<file path="src/isa_dma_pkg.sv">
// Package: constants and carrier types for the ISA DMA address mapping block
package isa_dma_pkg;
    // MCU side address decode
    localparam logic [15:0] IO_BASE_REG_ADDR = 16'h7F71;
    localparam logic [7:0]  IO_WINDOW_PAGE   = 8'h40;
    localparam logic [11:0] DMA_IO_BASE      = 12'h000;
    localparam logic [7:0]  IO_BASE_RESET    = 8'h00;
    // Runtime register offsets inside the 16-location block
    localparam logic [3:0] OFF_CHAN_LAST    = 4'h7;
    localparam logic [3:0] OFF_STATUS_CMD   = 4'h8;
    localparam logic [3:0] OFF_REQUEST      = 4'h9;
    localparam logic [3:0] OFF_SINGLE_MASK  = 4'hA;
    localparam logic [3:0] OFF_MODE         = 4'hB;
    localparam logic [3:0] OFF_CLEAR_PTR    = 4'hC;
    localparam logic [3:0] OFF_MASTER_CLEAR = 4'hD;
    localparam logic [3:0] OFF_CLEAR_MASK   = 4'hE;
    localparam logic [3:0] OFF_ALL_MASK     = 4'hF;
    // Field positions
    localparam int CMD_DISABLE_BIT = 2;
    localparam int MODE_AUTO_BIT   = 4;
    localparam int MODE_DEC_BIT    = 5;
    localparam int MASK_SET_BIT    = 2;
    localparam int INTERNAL_EXTERNAL_SELECT_BIT     = 15;
    localparam int IO_CAPABLE_MIN  = 2;
    // Reset values
    localparam logic [3:0]  MASK_RESET  = 4'hF;
    localparam logic [7:0]  READ_ZERO   = 8'h00;
    localparam logic [15:0] COUNT_LAST  = 16'h0000;
    localparam logic [4:0]  SA_HIGH_LOW = 5'h00;
    // Transfer types in mode bits 3:2
    localparam logic [1:0] XFER_VERIFY = 2'h0;
    localparam logic [1:0] XFER_WRITE  = 2'h1;
    localparam logic [1:0] XFER_READ   = 2'h2;
    // Packet window geometry
    localparam logic [9:0] WINDOW_LAST   = 10'h3FF;
    localparam int         HEADER_BYTES  = 8;
    localparam int         XFER_LIMIT    = 1024;
    localparam int         PAYLOAD_LIMIT = XFER_LIMIT - HEADER_BYTES;
    localparam int         PAGE_BYTES    = 128;
    localparam int         PAGES_MAX     = 10;
    // Data FIFO shape
    localparam int FIFO_WIDTH = 8;
    localparam int FIFO_DEPTH = 16;

    // One memory cycle handed to the ISA bus or the page remapping unit
    typedef struct packed {
        logic        internal_external_select;
        logic        io_cycle;
        logic        write;
        logic [4:0]  packet_number_field;
        logic [10:0] pointer;
        logic [2:0]  page;
        logic [19:0] isa_addr;
        logic [7:0]  data;
    } mem_request_type;

    // Microcontroller I/O cycle forwarded to the ISA bus
    typedef struct packed {
        logic        write;
        logic [15:0] addr;
        logic [7:0]  data;
    } io_cycle_type;
endpackage

</file>
<file path="src/isa_dma_address_mapping.sv">
// ISA DMA runtime registers, channel address mapping and data FIFO
`timescale 1ns/1ps
`default_nettype none

module isa_dma_fifo #(
    parameter int WIDTH = 8,
    parameter int DEPTH = 16
) (
    input  wire logic             sys_clk_in,
    input  wire logic             reset_in,
    input  wire logic             in_valid_in,
    output logic                  in_ready_out,
    input  wire logic [WIDTH-1:0] in_data_in,
    output logic                  out_valid_out,
    input  wire logic             out_ready_in,
    output logic      [WIDTH-1:0] out_data_out
);
    localparam int AW = $clog2(DEPTH);
    logic [WIDTH-1:0] mem_q [DEPTH];
    logic [AW-1:0]    wr_q;
    logic [AW-1:0]    rd_q;
    logic [AW:0]      count_q;
    logic [AW:0]      count_d;
    logic             push;
    logic             pop;

    // Ready and valid are flops so the port sees no logic path
    assign push          = in_valid_in && in_ready_out;
    assign pop           = out_valid_out && out_ready_in;
    assign out_data_out  = mem_q[rd_q];
    assign count_d       = count_q + (AW+1)'(push) - (AW+1)'(pop);

    // Storage and pointers
    always_ff @(posedge sys_clk_in)
    begin
        if (push)
            mem_q[wr_q] <= in_data_in;
        if (reset_in)
        begin
            wr_q          <= '0;
            rd_q          <= '0;
            count_q       <= '0;
            in_ready_out  <= 1'b0;
            out_valid_out <= 1'b0;
        end
        else
        begin
            if (push)
                wr_q <= wr_q + AW'(1);
            if (pop)
                rd_q <= rd_q + AW'(1);
            count_q       <= count_d;
            in_ready_out  <= count_d != (AW+1)'(DEPTH);
            out_valid_out <= count_d != '0;
        end
    end
endmodule

module isa_dma_address_mapping (
    input  wire logic                         sys_clk_in,
    input  wire logic                         reset_in,
    input  wire logic [15:0]                  mcu_addr_in,
    input  wire logic                         mcu_wr_in,
    input  wire logic                         mcu_rd_in,
    input  wire logic [7:0]                   mcu_wdata_in,
    output logic      [7:0]                   mcu_rdata_out,
    output logic                              mcu_rvalid_out,
    output isa_dma_pkg::io_cycle_type         isa_io_out,
    output logic                              isa_io_valid_out,
    input  wire logic [3:0]                   dreq_in,
    output logic      [3:0]                   dack_out,
    output logic                              hold_request_out,
    input  wire logic                         hold_ack_in,
    input  wire logic                         dma_data_valid_in,
    output logic                              dma_data_ready_out,
    input  wire logic [7:0]                   dma_data_in,
    output isa_dma_pkg::mem_request_type      mem_req_out,
    output logic                              mem_req_valid_out,
    input  wire logic                         mem_ready_in,
    output logic      [3:0]                   tc_out
);
    typedef enum logic [0:0] {
        ST_IDLE = 1'b0,
        ST_WAIT = 1'b1
    } engine_state_type;

    engine_state_type state_q;
    logic [15:0] base_addr_q  [4];
    logic [15:0] cur_addr_q   [4];
    logic [15:0] base_count_q [4];
    logic [15:0] cur_count_q  [4];
    logic [7:0]  mode_q       [4];
    logic [7:0]  io_window_base_q;
    logic [7:0]  command_q;
    logic [3:0]  mask_q;
    logic [3:0]  soft_req_q;
    logic [3:0]  tc_flag_q;
    logic        byte_pointer_q;
    logic [1:0]  active_q;
    logic        fifo_valid;
    logic        fifo_pop;
    logic [7:0]  fifo_data;
    logic        io_window_hit;
    logic [15:0] io_addr;
    logic        dma_hit;
    logic [3:0]  off;
    logic        reg_wr;
    logic        reg_rd;
    logic        chan_access;
    logic [1:0]  off_ch;
    logic [3:0]  pending;
    logic [1:0]  pick;
    logic        start;
    logic        done;
    logic        last_count;
    logic        window_end;
    logic [15:0] next_addr;
    logic [7:0]  read_value;

    // Data from the I/O side is buffered so a stalled memory slows the source
    isa_dma_fifo #(
        .WIDTH (isa_dma_pkg::FIFO_WIDTH),
        .DEPTH (isa_dma_pkg::FIFO_DEPTH)
    ) u_fifo (
        .sys_clk_in    (sys_clk_in),
        .reset_in      (reset_in),
        .in_valid_in   (dma_data_valid_in),
        .in_ready_out  (dma_data_ready_out),
        .in_data_in    (dma_data_in),
        .out_valid_out (fifo_valid),
        .out_ready_in  (fifo_pop),
        .out_data_out  (fifo_data)
    );

    // MCU decode: window base gives ISA I/O bits 15:8
    assign io_window_hit = mcu_addr_in[15:8] == isa_dma_pkg::IO_WINDOW_PAGE;
    assign io_addr       = {io_window_base_q, mcu_addr_in[7:0]};
    assign dma_hit       = io_window_hit && io_addr[15:4] == isa_dma_pkg::DMA_IO_BASE;
    assign off           = io_addr[3:0];
    // Writes while the bus is held would corrupt a live channel, so refuse them
    assign reg_wr        = dma_hit && mcu_wr_in && !hold_ack_in;
    assign reg_rd        = dma_hit && mcu_rd_in;
    assign chan_access   = (reg_wr || reg_rd) && off <= isa_dma_pkg::OFF_CHAN_LAST;
    assign off_ch        = off[2:1];

    // Channel pending and fixed priority, channel 0 highest
    assign pending = (dreq_in | soft_req_q) & ~mask_q;
    always_comb
    begin
        pick = 2'h0;
        for (int i = 3; i >= 0; i--)
            if (pending[i])
                pick = 2'(i);
    end

    assign start = state_q == ST_IDLE && hold_ack_in && pending != 4'h0
                   && !command_q[isa_dma_pkg::CMD_DISABLE_BIT]
                   && (mode_q[pick][3:2] != isa_dma_pkg::XFER_WRITE || fifo_valid);
    assign fifo_pop   = start && mode_q[pick][3:2] == isa_dma_pkg::XFER_WRITE;
    assign done       = state_q == ST_WAIT && mem_ready_in;
    assign last_count = cur_count_q[active_q] == isa_dma_pkg::COUNT_LAST;
    // An internal transfer raises terminal count at the edge of its 1 KB packet window
    assign window_end = mem_req_out.internal_external_select
                        && mem_req_out.pointer[9:0] == (mode_q[active_q][isa_dma_pkg::MODE_DEC_BIT]
                           ? 10'h000 : isa_dma_pkg::WINDOW_LAST);
    assign next_addr  = mode_q[active_q][isa_dma_pkg::MODE_DEC_BIT]
                        ? cur_addr_q[active_q] - 16'h0001 : cur_addr_q[active_q] + 16'h0001;

    // Engine sequencing and the memory request it drives
    always_ff @(posedge sys_clk_in)
    begin
        if (reset_in)
        begin
            state_q           <= ST_IDLE;
            active_q          <= 2'h0;
            mem_req_out       <= '0;
            mem_req_valid_out <= 1'b0;
            dack_out          <= 4'h0;
            hold_request_out  <= 1'b0;
            tc_out            <= 4'h0;
        end
        else
        begin
            hold_request_out <= pending != 4'h0 && !command_q[isa_dma_pkg::CMD_DISABLE_BIT];
            tc_out           <= 4'h0;
            unique case (state_q)
                ST_IDLE:
                begin
                    if (start)
                    begin
                        state_q  <= ST_WAIT;
                        active_q <= pick;
                        dack_out <= 4'h1 << pick;
                        mem_req_valid_out <= 1'b1;
                        mem_req_out.internal_external_select <= cur_addr_q[pick][isa_dma_pkg::INTERNAL_EXTERNAL_SELECT_BIT];
                        // Lower 32 KB external; plus I/O cycle on upper channels
                        mem_req_out.io_cycle <= !cur_addr_q[pick][isa_dma_pkg::INTERNAL_EXTERNAL_SELECT_BIT]
                                                && pick >= 2'(isa_dma_pkg::IO_CAPABLE_MIN);
                        mem_req_out.write <= mode_q[pick][3:2] == isa_dma_pkg::XFER_WRITE;
                        // Window index is the packet number: 0x8000 is packet 0
                        mem_req_out.packet_number_field <= cur_addr_q[pick][14:10];
                        mem_req_out.pointer <= {1'b0, cur_addr_q[pick][9:0]};
                        // Remapper sees page and offset, the channel sees flat RAM
                        mem_req_out.page <= cur_addr_q[pick][9:7];
                        mem_req_out.isa_addr <= {isa_dma_pkg::SA_HIGH_LOW, cur_addr_q[pick][14:0]};
                        mem_req_out.data <= fifo_pop ? fifo_data : isa_dma_pkg::READ_ZERO;
                    end
                end
                ST_WAIT:
                begin
                    if (mem_ready_in)
                    begin
                        state_q           <= ST_IDLE;
                        dack_out          <= 4'h0;
                        mem_req_valid_out <= 1'b0;
                        if (last_count || window_end)
                            tc_out[active_q] <= 1'b1;
                    end
                end
            endcase
        end
    end

    // MCU window base register at its own MCU address
    always_ff @(posedge sys_clk_in)
    begin
        if (reset_in)
            io_window_base_q <= isa_dma_pkg::IO_BASE_RESET;
        else if (mcu_wr_in && mcu_addr_in == isa_dma_pkg::IO_BASE_REG_ADDR)
            io_window_base_q <= mcu_wdata_in;
    end

    // Byte pointer: toggles per channel access, cleared by clear or master clear
    always_ff @(posedge sys_clk_in)
    begin
        if (reset_in)
            byte_pointer_q <= 1'b0;
        else if (reg_wr && (off == isa_dma_pkg::OFF_CLEAR_PTR || off == isa_dma_pkg::OFF_MASTER_CLEAR))
            byte_pointer_q <= 1'b0;
        else if (chan_access)
            byte_pointer_q <= !byte_pointer_q;
    end

    // Channel address and count: software byte writes or engine updates
    always_ff @(posedge sys_clk_in)
    begin
        if (reset_in)
        begin
            for (int i = 0; i < 4; i++)
            begin
                base_addr_q[i]  <= '0;
                cur_addr_q[i]   <= '0;
                base_count_q[i] <= '0;
                cur_count_q[i]  <= '0;
            end
        end
        else if (reg_wr && off <= isa_dma_pkg::OFF_CHAN_LAST)
        begin
            // Base and current take the same byte at once
            if (!off[0] && !byte_pointer_q)
            begin
                base_addr_q[off_ch][7:0] <= mcu_wdata_in;
                cur_addr_q[off_ch][7:0]  <= mcu_wdata_in;
            end
            else if (!off[0])
            begin
                base_addr_q[off_ch][15:8] <= mcu_wdata_in;
                cur_addr_q[off_ch][15:8]  <= mcu_wdata_in;
            end
            else if (!byte_pointer_q)
            begin
                base_count_q[off_ch][7:0] <= mcu_wdata_in;
                cur_count_q[off_ch][7:0]  <= mcu_wdata_in;
            end
            else
            begin
                base_count_q[off_ch][15:8] <= mcu_wdata_in;
                cur_count_q[off_ch][15:8]  <= mcu_wdata_in;
            end
        end
        else if (done)
        begin
            if ((last_count || window_end) && mode_q[active_q][isa_dma_pkg::MODE_AUTO_BIT])
            begin
                cur_addr_q[active_q]  <= base_addr_q[active_q];
                cur_count_q[active_q] <= base_count_q[active_q];
            end
            else
            begin
                // Bit 15 is kept so a transfer never crosses internal/external
                cur_addr_q[active_q]  <= {cur_addr_q[active_q][15], next_addr[14:0]};
                cur_count_q[active_q] <= cur_count_q[active_q] - 16'h0001;
            end
        end
    end

    // Command, mode, masks, software requests and terminal count flags
    always_ff @(posedge sys_clk_in)
    begin
        if (reset_in || (reg_wr && off == isa_dma_pkg::OFF_MASTER_CLEAR))
        begin
            command_q  <= '0;
            mask_q     <= isa_dma_pkg::MASK_RESET;
            soft_req_q <= '0;
            tc_flag_q  <= '0;
            for (int i = 0; i < 4; i++)
                mode_q[i] <= '0;
        end
        else
        begin
            // A terminal count in the same cycle as a status read is kept
            tc_flag_q <= (reg_rd && off == isa_dma_pkg::OFF_STATUS_CMD ? 4'h0 : tc_flag_q) | tc_out;
            if (reg_wr)
            begin
                unique case (off)
                    isa_dma_pkg::OFF_STATUS_CMD:  command_q <= mcu_wdata_in;
                    isa_dma_pkg::OFF_REQUEST:     soft_req_q[mcu_wdata_in[1:0]] <= mcu_wdata_in[2];
                    isa_dma_pkg::OFF_SINGLE_MASK:
                        mask_q[mcu_wdata_in[1:0]] <= mcu_wdata_in[isa_dma_pkg::MASK_SET_BIT];
                    isa_dma_pkg::OFF_MODE:        mode_q[mcu_wdata_in[1:0]] <= mcu_wdata_in; // Bit positions kept
                    isa_dma_pkg::OFF_CLEAR_MASK:  mask_q <= 4'h0;
                    isa_dma_pkg::OFF_ALL_MASK:    mask_q <= mcu_wdata_in[3:0];
                    default:                      ;
                endcase
            end
            // End of a non-autoinit run masks the channel; last so it beats a mask write
            for (int i = 0; i < 4; i++)
                if (tc_out[i])
                begin
                    soft_req_q[i] <= 1'b0;
                    if (!mode_q[i][isa_dma_pkg::MODE_AUTO_BIT])
                        mask_q[i] <= 1'b1;
                end
        end
    end

    // Register read mux: channel bytes by pointer, status, else zero
    always_comb
    begin
        read_value = isa_dma_pkg::READ_ZERO;
        if (off <= isa_dma_pkg::OFF_CHAN_LAST)
        begin
            if (!off[0])
                read_value = byte_pointer_q ? cur_addr_q[off_ch][15:8] : cur_addr_q[off_ch][7:0];
            else
                read_value = byte_pointer_q ? cur_count_q[off_ch][15:8] : cur_count_q[off_ch][7:0];
        end
        else if (off == isa_dma_pkg::OFF_STATUS_CMD)
            read_value = {dreq_in, tc_flag_q};
    end

    // MCU read answer one cycle later; other window cycles go to the ISA bus
    always_ff @(posedge sys_clk_in)
    begin
        if (reset_in)
        begin
            mcu_rdata_out    <= '0;
            mcu_rvalid_out   <= 1'b0;
            isa_io_out       <= '0;
            isa_io_valid_out <= 1'b0;
        end
        else
        begin
            mcu_rvalid_out   <= mcu_rd_in;
            mcu_rdata_out    <= reg_rd ? read_value
                              : (mcu_rd_in && mcu_addr_in == isa_dma_pkg::IO_BASE_REG_ADDR)
                              ? io_window_base_q : isa_dma_pkg::READ_ZERO;
            isa_io_valid_out <= io_window_hit && !dma_hit && (mcu_rd_in || mcu_wr_in);
            isa_io_out       <= '{write: mcu_wr_in, addr: io_addr, data: mcu_wdata_in};
        end
    end
endmodule

`default_nettype wire

</file>
<file path="config.mk">
export PLATFORM = sky130hd
export DESIGN_NAME = isa_dma_address_mapping
export DESIGN_NICKNAME = d
export VERILOG_FILES = /design/src/isa_dma_pkg.sv /design/src/isa_dma_address_mapping.sv
export SDC_FILE = /design/constraint.sdc
export NUM_CORES = 1
export LEC_CHECK = 0
export BUFFER_PORTS_ARGS = -buffer_cell sky130_fd_sc_hd__buf_2
export CORE_AREA = 2 2 204 206
export CTS_CLUSTER_DIAMETER = 30
export DETAILED_ROUTE_END_ITERATION = 12
export DIE_AREA = 0 0 206 208
export HOLD_SLACK_MARGIN = 0.02
export PLACE_DENSITY = 0.77
export SLEW_MARGIN = 20
export SYNTH_ARGS = -nofsm -noshare
export SYNTH_HDL_FRONTEND = slang
export SYNTH_SLANG_ARGS = --single-unit
</file>
<file path="constraint.sdc">
create_clock -name sys_clk_in -period 11.69 [get_ports sys_clk_in]
set_input_delay 0.5845 -clock sys_clk_in [delete_from_list [all_inputs] [get_ports sys_clk_in]]
set_output_delay 0.5845 -clock sys_clk_in [all_outputs]
set_load 0.005 [all_outputs]
</file>
==> results of run 1 <==
-- Yosys cell counts, types with 12 or more instances --
cell type    n
a21oi_1     69
nand3_1     26
o21ai_0     20
a222oi_1    16
nor2_1     292
xor2_1      18
nor3_1      27
edfxtp_1   400
buf_1       14
xnor2_1     19
dfxtp_1    117
a21o_1      12
nand2_1    109
inv_1       75
nand2b_1    40
mux4_2     146
buf_4       24
and3_1      14
nor2b_1     35
ha_1        23
clkbuf_1    76
a311oi_1    21
-- power groups by stage --
stage	sequential [mW]	combinational, mW	clock (mW)
6_report	2.06	0.251	2.80
5_1_grt	2.07	0.267	2.89
4_1_cts	2.06	0.246	2.81
3_5_place_dp	2.10	0.241	0
3_3_place_gp	2.09	0.237	0
2_1_floorplan	2.09	0.160	0
-- area by class of cell --
| cell class | instances | area [sq um] |
|---|---|---|
| antenna | 4 | 10.01 |
| timing repair buffer | 153 | 820.8 |
| fill | 2634 | 12520 |
| sequential | 517 | 14360 |
| inverter | 76 | 285.3 |
| clock inverter | 63 | 710.7 |
| clock buffer | 120 | 2619 |
| tap | 532 | 665.6 |
| multi-input combinational | 1066 | 8562 |
-- stage by stage --
| step | total power [mW] | util | cell area, sq um | instances | setup slack [ns] |
|---|---|---|---|---|---|
| floorplan | 2.245 | - | 23740 | 1782 | 6.598 |
| global placement | 2.330 | 0.6089 | 24690 | 2344 | 6.762 |
| detailed placement | 2.338 | 0.6090 | 24700 | 2344 | 6.690 |
| CTS | 5.116 | 0.6911 | 28030 | 2527 | 6.667 |
| global route | 5.228 | 0.6911 | 28030 | 2527 | 6.315 |
| finish | 5.118 | 0.6913 | 28040 | 2531 | 6.423 |
-- sequential cells by signal, indices dropped and copies added, names as in the netlist, 5 cells and up, named ones only --
signal	count
cur_count_q	64
base_addr_q	64
isa_io_out	25
u_fifo.mem_q	128
base_count_q	64
mcu_rdata_out	8
mem_req_out	26
io_window_base_q	8
u_fifo.count_q	5
mode_q	16
cur_addr_q	64
-- how the worst max path moves through the flow --
stage               start                end  slack, ns  cells past startpoint
detailed placement   flop  cur_addr_q[0][11]       6.69                      8
floorplan            flop  cur_addr_q[0][13]       6.60                     15
CTS                  flop   cur_addr_q[1][2]       6.67                      8
global placement     flop   cur_addr_q[2][7]       6.76                      8
finish               flop   cur_addr_q[0][9]       6.42                      8
global route         flop  cur_addr_q[1][11]       6.31                      8
-- routing by layer --
metal / GRT usage / share of wire / wire length [microns]
met5: 0 / 0.00019 / 13
met4: 0.1869 / 0.062 / 4298
met3: 0.07519 / 0.11 / 7550
met2: 0.5229 / 0.48 / 33350
met1: 0.4152 / 0.35 / 24420
-- worst max-delay path: stages (launching register included) --
cell and delay [ns]:
dfxtp_4 0.58, buf_4 0.75, mux4_2 0.63, o41ai_1 1.07, a22o_1 0.65, buf_4 0.40
nor3_1 0.11, a311oi_1 0.63, nor2_1 0.12
-- cell families (layout without fill, tap and decap cells) --
logic type,count (synthesis),in the layout,share of synthesized area
buf+inv,199,412,0.03576
fa+ha+maj,25,25,0.01382
simple gates,611,611,0.1188
xor+xnor,37,37,0.01366
flops,517,517,0.6051
other cells,1,10,0.0001581
compound gates,223,223,0.06614
mux,164,164,0.1466
==> results.yml, run 1 <==
outcome:
  outcome: "complete, no violations"
synthesis:
  ys_ff_latch: 517
  synth_edf_count: 400
  yosys_warnings: 0
  ys_seq_area_frac: 0.6051
  async_flop_share: 0
  yosysTopAreaCell: "edfxtp_1"
  syn_avg_cell_area_sq_um: 13.35
  synth.top_cells.by_area: "edfxtp_1 (51%), mux4_2 (14%), dfxtp_1 (9.9%)"
  yosysTopAreaCellShare: 0.5063
  synth_cell_types: 68
  ys.flop_type: "edfxtp_1"
  synth_cells: 1777
  syn_area_sq_mm: 0.02372
timing:
  setup_violations: 0
  rsz0062_at_grt: "false"
  finalClockSkew_ns: 0.04163
  worst-slew-pin-transition_ns: 1.180
  clock.fmax_mhz: 189.9
  relSlewSlack: 0.2133
  fin_crit_sh: 0.4506
  slew_viol_final: 0
  finalHoldViolations: 0
  fin_tns_setup_ns: 0
  hold-worst-slack_ns: 0.1969
  period_minus_slack_ns: 5.267
clocking:
  clkSlewWorstSetupHoldPaths_ns: 0.05
  clock-sinks: 517
  post-cts-setup-buffers: 0
  cts_root_buf: "clkbuf_16"
  cts_buffers: 97
  clock_latency_ns: 0.64
  hold_buffers: 0
  cts_tree: "yes"
  cts_resized: 0
  htree_levels: 3
  cts.path.max_buffers: 3
place:
  routabilityCongestion: 0.9223
  dp_hpwl_microns: 44400
  port_buffers: 132
pwr:
  vdd_drop_max_mv: 0.2171
  comb_power_share: 0.049
  switching_share: 0.2325
  p_switching_mw: 1.190
  p_leak_nw: 10.32
  clkPwrFrac: 0.548
  sequentialPowerShare: 0.403
  power_density_mw_per_mm2: 182.5
  p_int_mw: 3.928
worst_hold_path:
  min_path_cells: 2
  hold_path_end: "isa_io_out[13]"
  min_path_type: "input port to flop"
  min_from: "mcu_addr_in[5]"
die:
  std_cell_rows: 74
  die_area_sq_mm: 0.04285
  die_h_microns: 208
  start_util: 0.5850
  num_io_pins: 139
  die_w_microns: 206
  coreArea_sq_mm: 0.04055
route:
  drtPass1Iterations: 9
  wl_per_cell_microns: 27.51
  via_count: 16678
  drt_iter0_drc: 2403
  route.detailed.drc: 0
  via_per_inst: 6.589
  wl_microns: 69630
  ant_nets: 0
layout:
  layout-drive-gt1-share: 0.2496
  mostFrequentLayoutCells: "edfxtp_1 (400), nor2_1 (289), mux4_2 (146), buf_2 (131), dfxtp_1 (113)"
  nets: 1979
  layout_commonest_cell: "edfxtp_1"
  areaGrowthSynthToFinish_pct: 18.19
global_route:
  grt_pass1_wl_microns: 103000
  grt_overflow: 0
  antenna_found_initial: 3
  grtUsageTotal: 0.3283
  grt_max_degree: 75
  first_global_vias: 16670
setup_path:
  worst_ep_arrival_time_ns: 5.61
  crit_fanout: 49
  criticalPathCategory: "flop to flop"
  required_ns: 12.03
  crit-reg2reg-capture: "cur_addr_q[0][9]"
  rr_worst_depth: 8
  cp-end-kind: "flop"
  r2r_setup_slack_ns: 6.42
  cp-start-kind: "flop"
job:
  max-cap-violations: 0
(Power assumes the default switching activity.)
==> run 2, diff against run 1 <==
--- a/config.mk
+++ b/config.mk
@@ -6,12 +6,12 @@
 export NUM_CORES = 1
 export LEC_CHECK = 0
 export BUFFER_PORTS_ARGS = -buffer_cell sky130_fd_sc_hd__buf_2
-export CORE_AREA = 2 2 204 206
+export CORE_AREA = 2 2 211 213
 export CTS_CLUSTER_DIAMETER = 30
 export DETAILED_ROUTE_END_ITERATION = 12
-export DIE_AREA = 0 0 206 208
+export DIE_AREA = 0 0 213 215
 export HOLD_SLACK_MARGIN = 0.02
-export PLACE_DENSITY = 0.77
+export PLACE_DENSITY = 0.75
 export SLEW_MARGIN = 20
 export SYNTH_ARGS = -nofsm -noshare
 export SYNTH_HDL_FRONTEND = slang
==> constraint.sdc (replaced) <==
create_clock -name sys_clk_in -period 4.32 [get_ports sys_clk_in]
set_input_delay 0.216 -clock sys_clk_in [delete_from_list [all_inputs] [get_ports sys_clk_in]]
set_output_delay 0.216 -clock sys_clk_in [all_outputs]
set_load 0.005 [all_outputs]
==> results.yml, run 2 (synthesized netlist as in run 1, its figures left out) <==
timing:
  clock.fmax_mhz: 249.6
  setup_violations: 0
  finalHoldViolations: 0
  fin_crit_sh: 0.9273
  rsz0062_at_grt: "false"
  fin_tns_setup_ns: 0
  finalClockSkew_ns: 0.03776
  worst-slew-pin-transition_ns: 1.181
  relSlewSlack: 0.2085
  hold-worst-slack_ns: 0.05702
  period_minus_slack_ns: 4.006
  slew_viol_final: 0
setup_path:
  required_ns: 4.65
  crit_slowest_cell: "mux4_2"
  crit_chain: "buf_12 > mux4_2 > inv_1 > ha_1 > o2111ai_1 > a21boi_1 > a22o_1 > nand2b_1 > inv_1 > a221oi_1 > nor2_1"
  criticalPathCategory: "flop to flop"
  cp-end-kind: "flop"
  critical_path_buf_inv_count: 3
  cp-start-kind: "flop"
  worst_ep_arrival_time_ns: 4.34
  slowest_delay_ns: 0.58
  crit_fanout: 23
  path_common_cell: "inv_1"
  path_delay_family: "compound AO/OA/AOI/OAI gates"
die:
  start_util: 0.5436
  num_io_pins: 139
  die_w_microns: 213
  die_h_microns: 215
  std_cell_rows: 77
  die_area_sq_mm: 0.04580
  coreArea_sq_mm: 0.04364
global_route:
  first_global_vias: 17156
  grt_overflow: 0
  antenna_found_initial: 1
  grt_pass1_wl_microns: 105100
  grt_max_degree: 48
  grtUsageTotal: 0.3123
route:
  wl_per_cell_microns: 26.40
  route.detailed.drc: 0
  via_per_inst: 6.382
  wl_microns: 70320
  drtPass1Iterations: 7
  drt_iter0_drc: 2299
  ant_nets: 0
  via_count: 17002
outcome:
  outcome: "complete, no violations"
clocking:
  cts.path.max_buffers: 3
  cts_tree: "yes"
  clkSlewWorstSetupHoldPaths_ns: 0.06
  cts_buffers: 95
  cts_root_buf: "clkbuf_16"
  clock_latency_ns: 0.64
  htree_levels: 3
  post-cts-setup-buffers: 0
  clock-sinks: 517
worst_hold_path:
  min_path_type: "input port to flop"
layout:
  areaGrowthSynthToFinish_pct: 21.54
  mostFrequentLayoutCells: "edfxtp_1 (400), nor2_1 (292), mux4_2 (146), buf_2 (131), dfxtp_1 (113)"
  layout-drive-gt1-share: 0.2689
  layout_commonest_cell: "edfxtp_1"
  largest_reg_flops: 128
  top_register: "u_fifo.mem_q"
  nets: 2054
  fillers: 2938
pwr:
  vdd_drop_max_mv: 0.6438
  power_density_mw_per_mm2: 487.5
  p_leak_nw: 10.70
place:
  routabilityCongestion: 0.9443
  dp_hpwl_microns: 46620
  port_buffers: 132
job:
  max-cap-violations: 0
==> run 2: worst paths after layout <==
kind              depth (start not counted)              start                end  slack, ns
hold reg to reg                           2  mem_req_valid_out  mem_req_valid_out       0.45
setup / recovery                         11               flop  cur_addr_q[1][11]       0.31
hold / removal                            2    mcu_wdata_in[5]      isa_io_out[5]       0.06
setup reg to reg                         11               flop  cur_addr_q[1][11]       0.31
==> run 2: what timing repair did <==
action	4_1_cts	5_1_grt
endpoints found under the hold margin	145	0
endpoints found under the setup margin	0	27
resized for setup	0	1
hold buffers	23	0
==> run 2: stage by stage <==
stage                     setup WS (ns)  cells  cell area (sq um)  utilization  total power, mW
after global routing            0.05274   2660              28820       0.6604            14.37
after floorplan                 0.06698   1782              23760            -            6.075
after global placement           0.4677   2458              25190       0.5772            6.326
after detailed placement         0.3139   2458              25200       0.5773            6.349
final                            0.3141   2664              28830       0.6606            14.06
after CTS                        0.2311   2660              28820       0.6603            14.05
==> run 2: metal layers <==
layer,global-route usage,up-vias,share of wire
met4,0.1646,0,0.057
met3,0.07862,261,0.11
li1,-,7117,-
met1,0.3903,8343,0.34
met2,0.5028,1281,0.49
met5,0,-,0
==> run 2: area by class of cell <==
class	instances	area, sq um	share of cell area
multi-input cells	1066	8559	0.2969
clock buffers	107	2462	0.08540
inverters	76	285.3	0.009894
flip-flops and latches	517	14360	0.4982
repair buffers	230	1481	0.05138
diodes	4	10.01	0.0003472
clock inverters	72	929.6	0.03224
well taps	592	740.7	0.02569
==> run 2: power breakdown <==
group / internal (mW) / switching (mW) / leakage (nW)
Combinational: 0.287 / 0.426 / 4.12
Sequential: 5.50 / 0.0851 / 4.95
Clock: 4.99 / 2.77 / 1.63
==> run 3, diff against run 2 <==
--- a/config.mk
+++ b/config.mk
@@ -11,8 +11,7 @@
 export DETAILED_ROUTE_END_ITERATION = 12
 export DIE_AREA = 0 0 213 215
 export HOLD_SLACK_MARGIN = 0.02
-export PLACE_DENSITY = 0.75
-export SLEW_MARGIN = 20
+export PLACE_DENSITY_LB_ADDON = 0.12
 export SYNTH_ARGS = -nofsm -noshare
 export SYNTH_HDL_FRONTEND = slang
 export SYNTH_SLANG_ARGS = --single-unit
==> results.yml, run 3 (synthesized netlist as in run 1, its figures left out) <==
route:
  wl_microns: 67910
  route.detailed.drc: 0
  via_count: 16281
  drtPass1Iterations: 9
  wl_per_cell_microns: 25.40
  via_per_inst: 6.089
  drt_iter0_drc: 2137
  ant_nets: 0
setup_path:
  required_ns: 4.71
  path_delay_family: "compound AO/OA/AOI/OAI gates"
  crit_slowest_cell: "mux4_2"
  slowest_delay_ns: 0.77
  cp-end-kind: "flop"
  worst_ep_arrival_time_ns: 4.42
  crit_chain: "mux4_2 > ha_1 > nor2b_1 > o31a_1 > o221ai_1 > or4b_2 > a21oi_1 > xor2_1 > o311a_1 > nor2_1"
  cp-start-kind: "flop"
  crit_fanout: 17
  criticalPathCategory: "flop to flop"
  critical_path_buf_inv_count: 0
pwr:
  sequentialPowerShare: 0.390
  p_leak_nw: 10.78
  vdd_drop_max_mv: 0.4649
  p_int_mw: 11.10
  switching_share: 0.2244
  clkPwrFrac: 0.561
  p_switching_mw: 3.213
  power_density_mw_per_mm2: 494.3
  comb_power_share: 0.049
layout:
  largest_reg_flops: 128
  top_register: "u_fifo.mem_q"
  areaGrowthSynthToFinish_pct: 22.06
  layout.cells.non_filler: 2674
  nets: 2058
  layout_commonest_cell: "edfxtp_1"
  layout-drive-gt1-share: 0.2639
  mostFrequentLayoutCells: "edfxtp_1 (400), nor2_1 (292), mux4_2 (146), buf_2 (131), dfxtp_1 (113)"
die:
  die_area_sq_mm: 0.04580
  die_w_microns: 213
  coreArea_sq_mm: 0.04364
  num_io_pins: 139
  start_util: 0.5436
  std_cell_rows: 77
  die_h_microns: 215
timing:
  fin_crit_sh: 0.9346
  worst-slew-pin-transition_ns: 1.060
  hold-worst-slack_ns: 0.05434
  fin_tns_setup_ns: 0
  period_minus_slack_ns: 4.037
  relSlewSlack: 0.2900
  setup_slack_ns: 0.2826
  setup_violations: 0
  finalClockSkew_ns: 0.03174
  slew_viol_final: 0
  finalHoldViolations: 0
  rsz0062_at_grt: "false"
  clock.fmax_mhz: 247.7
clocking:
  cts.path.max_buffers: 3
  clock-sinks: 517
  cts_root_buf: "clkbuf_16"
  htree_levels: 3
  cts_tree: "yes"
  cts_buffers: 104
  cts_resized: 0
  clkSlewWorstSetupHoldPaths_ns: 0.05
  clock_latency_ns: 0.65
worst_hold_path:
  min_path_type: "input port to flop"
global_route:
  antenna_found_initial: 2
  grt_max_degree: 54
  first_global_vias: 16411
  grtUsageTotal: 0.3020
  grt_overflow: 0
  grt_pass1_wl_microns: 101200
place:
  dp.cells: 2449
  port_buffers: 132
  routabilityCongestion: 0.9026
  pre_cts_slack_ns: 0.3406
  dp_hpwl_microns: 45970
outcome:
  outcome: "complete, no violations"
job:
  max-cap-violations: 0
-- run 3: cell types whose count changed in the layout (fill, tap and decap cells not counted), sizes merged --
cell | previous run | this run
clkinvlp | 10 | 6
dlygate4sd3 | 23 | 27
inv | 100 | 89
bufinv | 13 | 11
diode | 4 | 2
clkinv | 25 | 35
clkbuf | 107 | 131
buf | 207 | 198
-- run 3: timing repair --
action	4_1_cts	5_1_grt
hold endpoints to repair	150	0
setup buffers	0	0
hold buffers	27	0
-- run 3: final timing paths --
check | from | endpoint | slack [ns] | cells past startpoint
max | flop | cur_addr_q[1][12] | 0.28 | 10
min | mcu_addr_in[15] | isa_io_valid_out | 0.05 | 5
max reg2reg | flop | cur_addr_q[1][12] | 0.28 | 10
min reg2reg | mem_req_out[3] | mem_req_out[3] | 0.45 | 2
-- run 3: metrics by stage --
| step | util | power, mW | area, sq um |
|---|---|---|---|
| finish | 0.6635 | 14.31 | 28960 |
| global route | 0.6634 | 14.66 | 28950 |
| CTS | 0.6634 | 14.36 | 28950 |
| detailed placement | 0.5751 | 6.345 | 25100 |
| global placement | 0.5751 | 6.322 | 25100 |
| floorplan | - | 6.075 | 23760 |
-- run 3: worst min-delay path, delay by kind of cell --
family	cells	cell delay (ns)
compound gates	1	0.10
buf+inv	2	0.12
simple gates	2	0.22
-- run 3: metal layers --
metal / share of wire / wire length (microns) / track usage / vias to the layer above
met2: 0.49 / 33560 / 0.4936 / 800
met3: 0.083 / 5666 / 0.05860 / 159
met5: 0 / 0 / 0 / -
met4: 0.043 / 2894 / 0.1284 / 0
li1: - / - / - / 7126
met1: 0.38 / 25790 / 0.3962 / 8196
-- run 3: area by class of cell --
cell class,count,area [sq um]
fill,3161,14690
sequential,517,14360
multi-input combinational,1066,8551
clock buffer,131,2815
timing repair buffer,225,1429
clock inverter,65,767.0
tap,592,740.7
inverter,76,285.3
antenna,2,5.005
-- run 3: power by group through the flow --
stage / registers, mW / clock network (mW) / logic (mW)
after global placement: 5.67 / 0 / 0.656
final: 5.58 / 8.03 / 0.703
after global routing: 5.60 / 8.31 / 0.751
after detailed placement: 5.67 / 0 / 0.672
after floorplan: 5.64 / 0 / 0.432
after CTS: 5.58 / 8.08 / 0.699
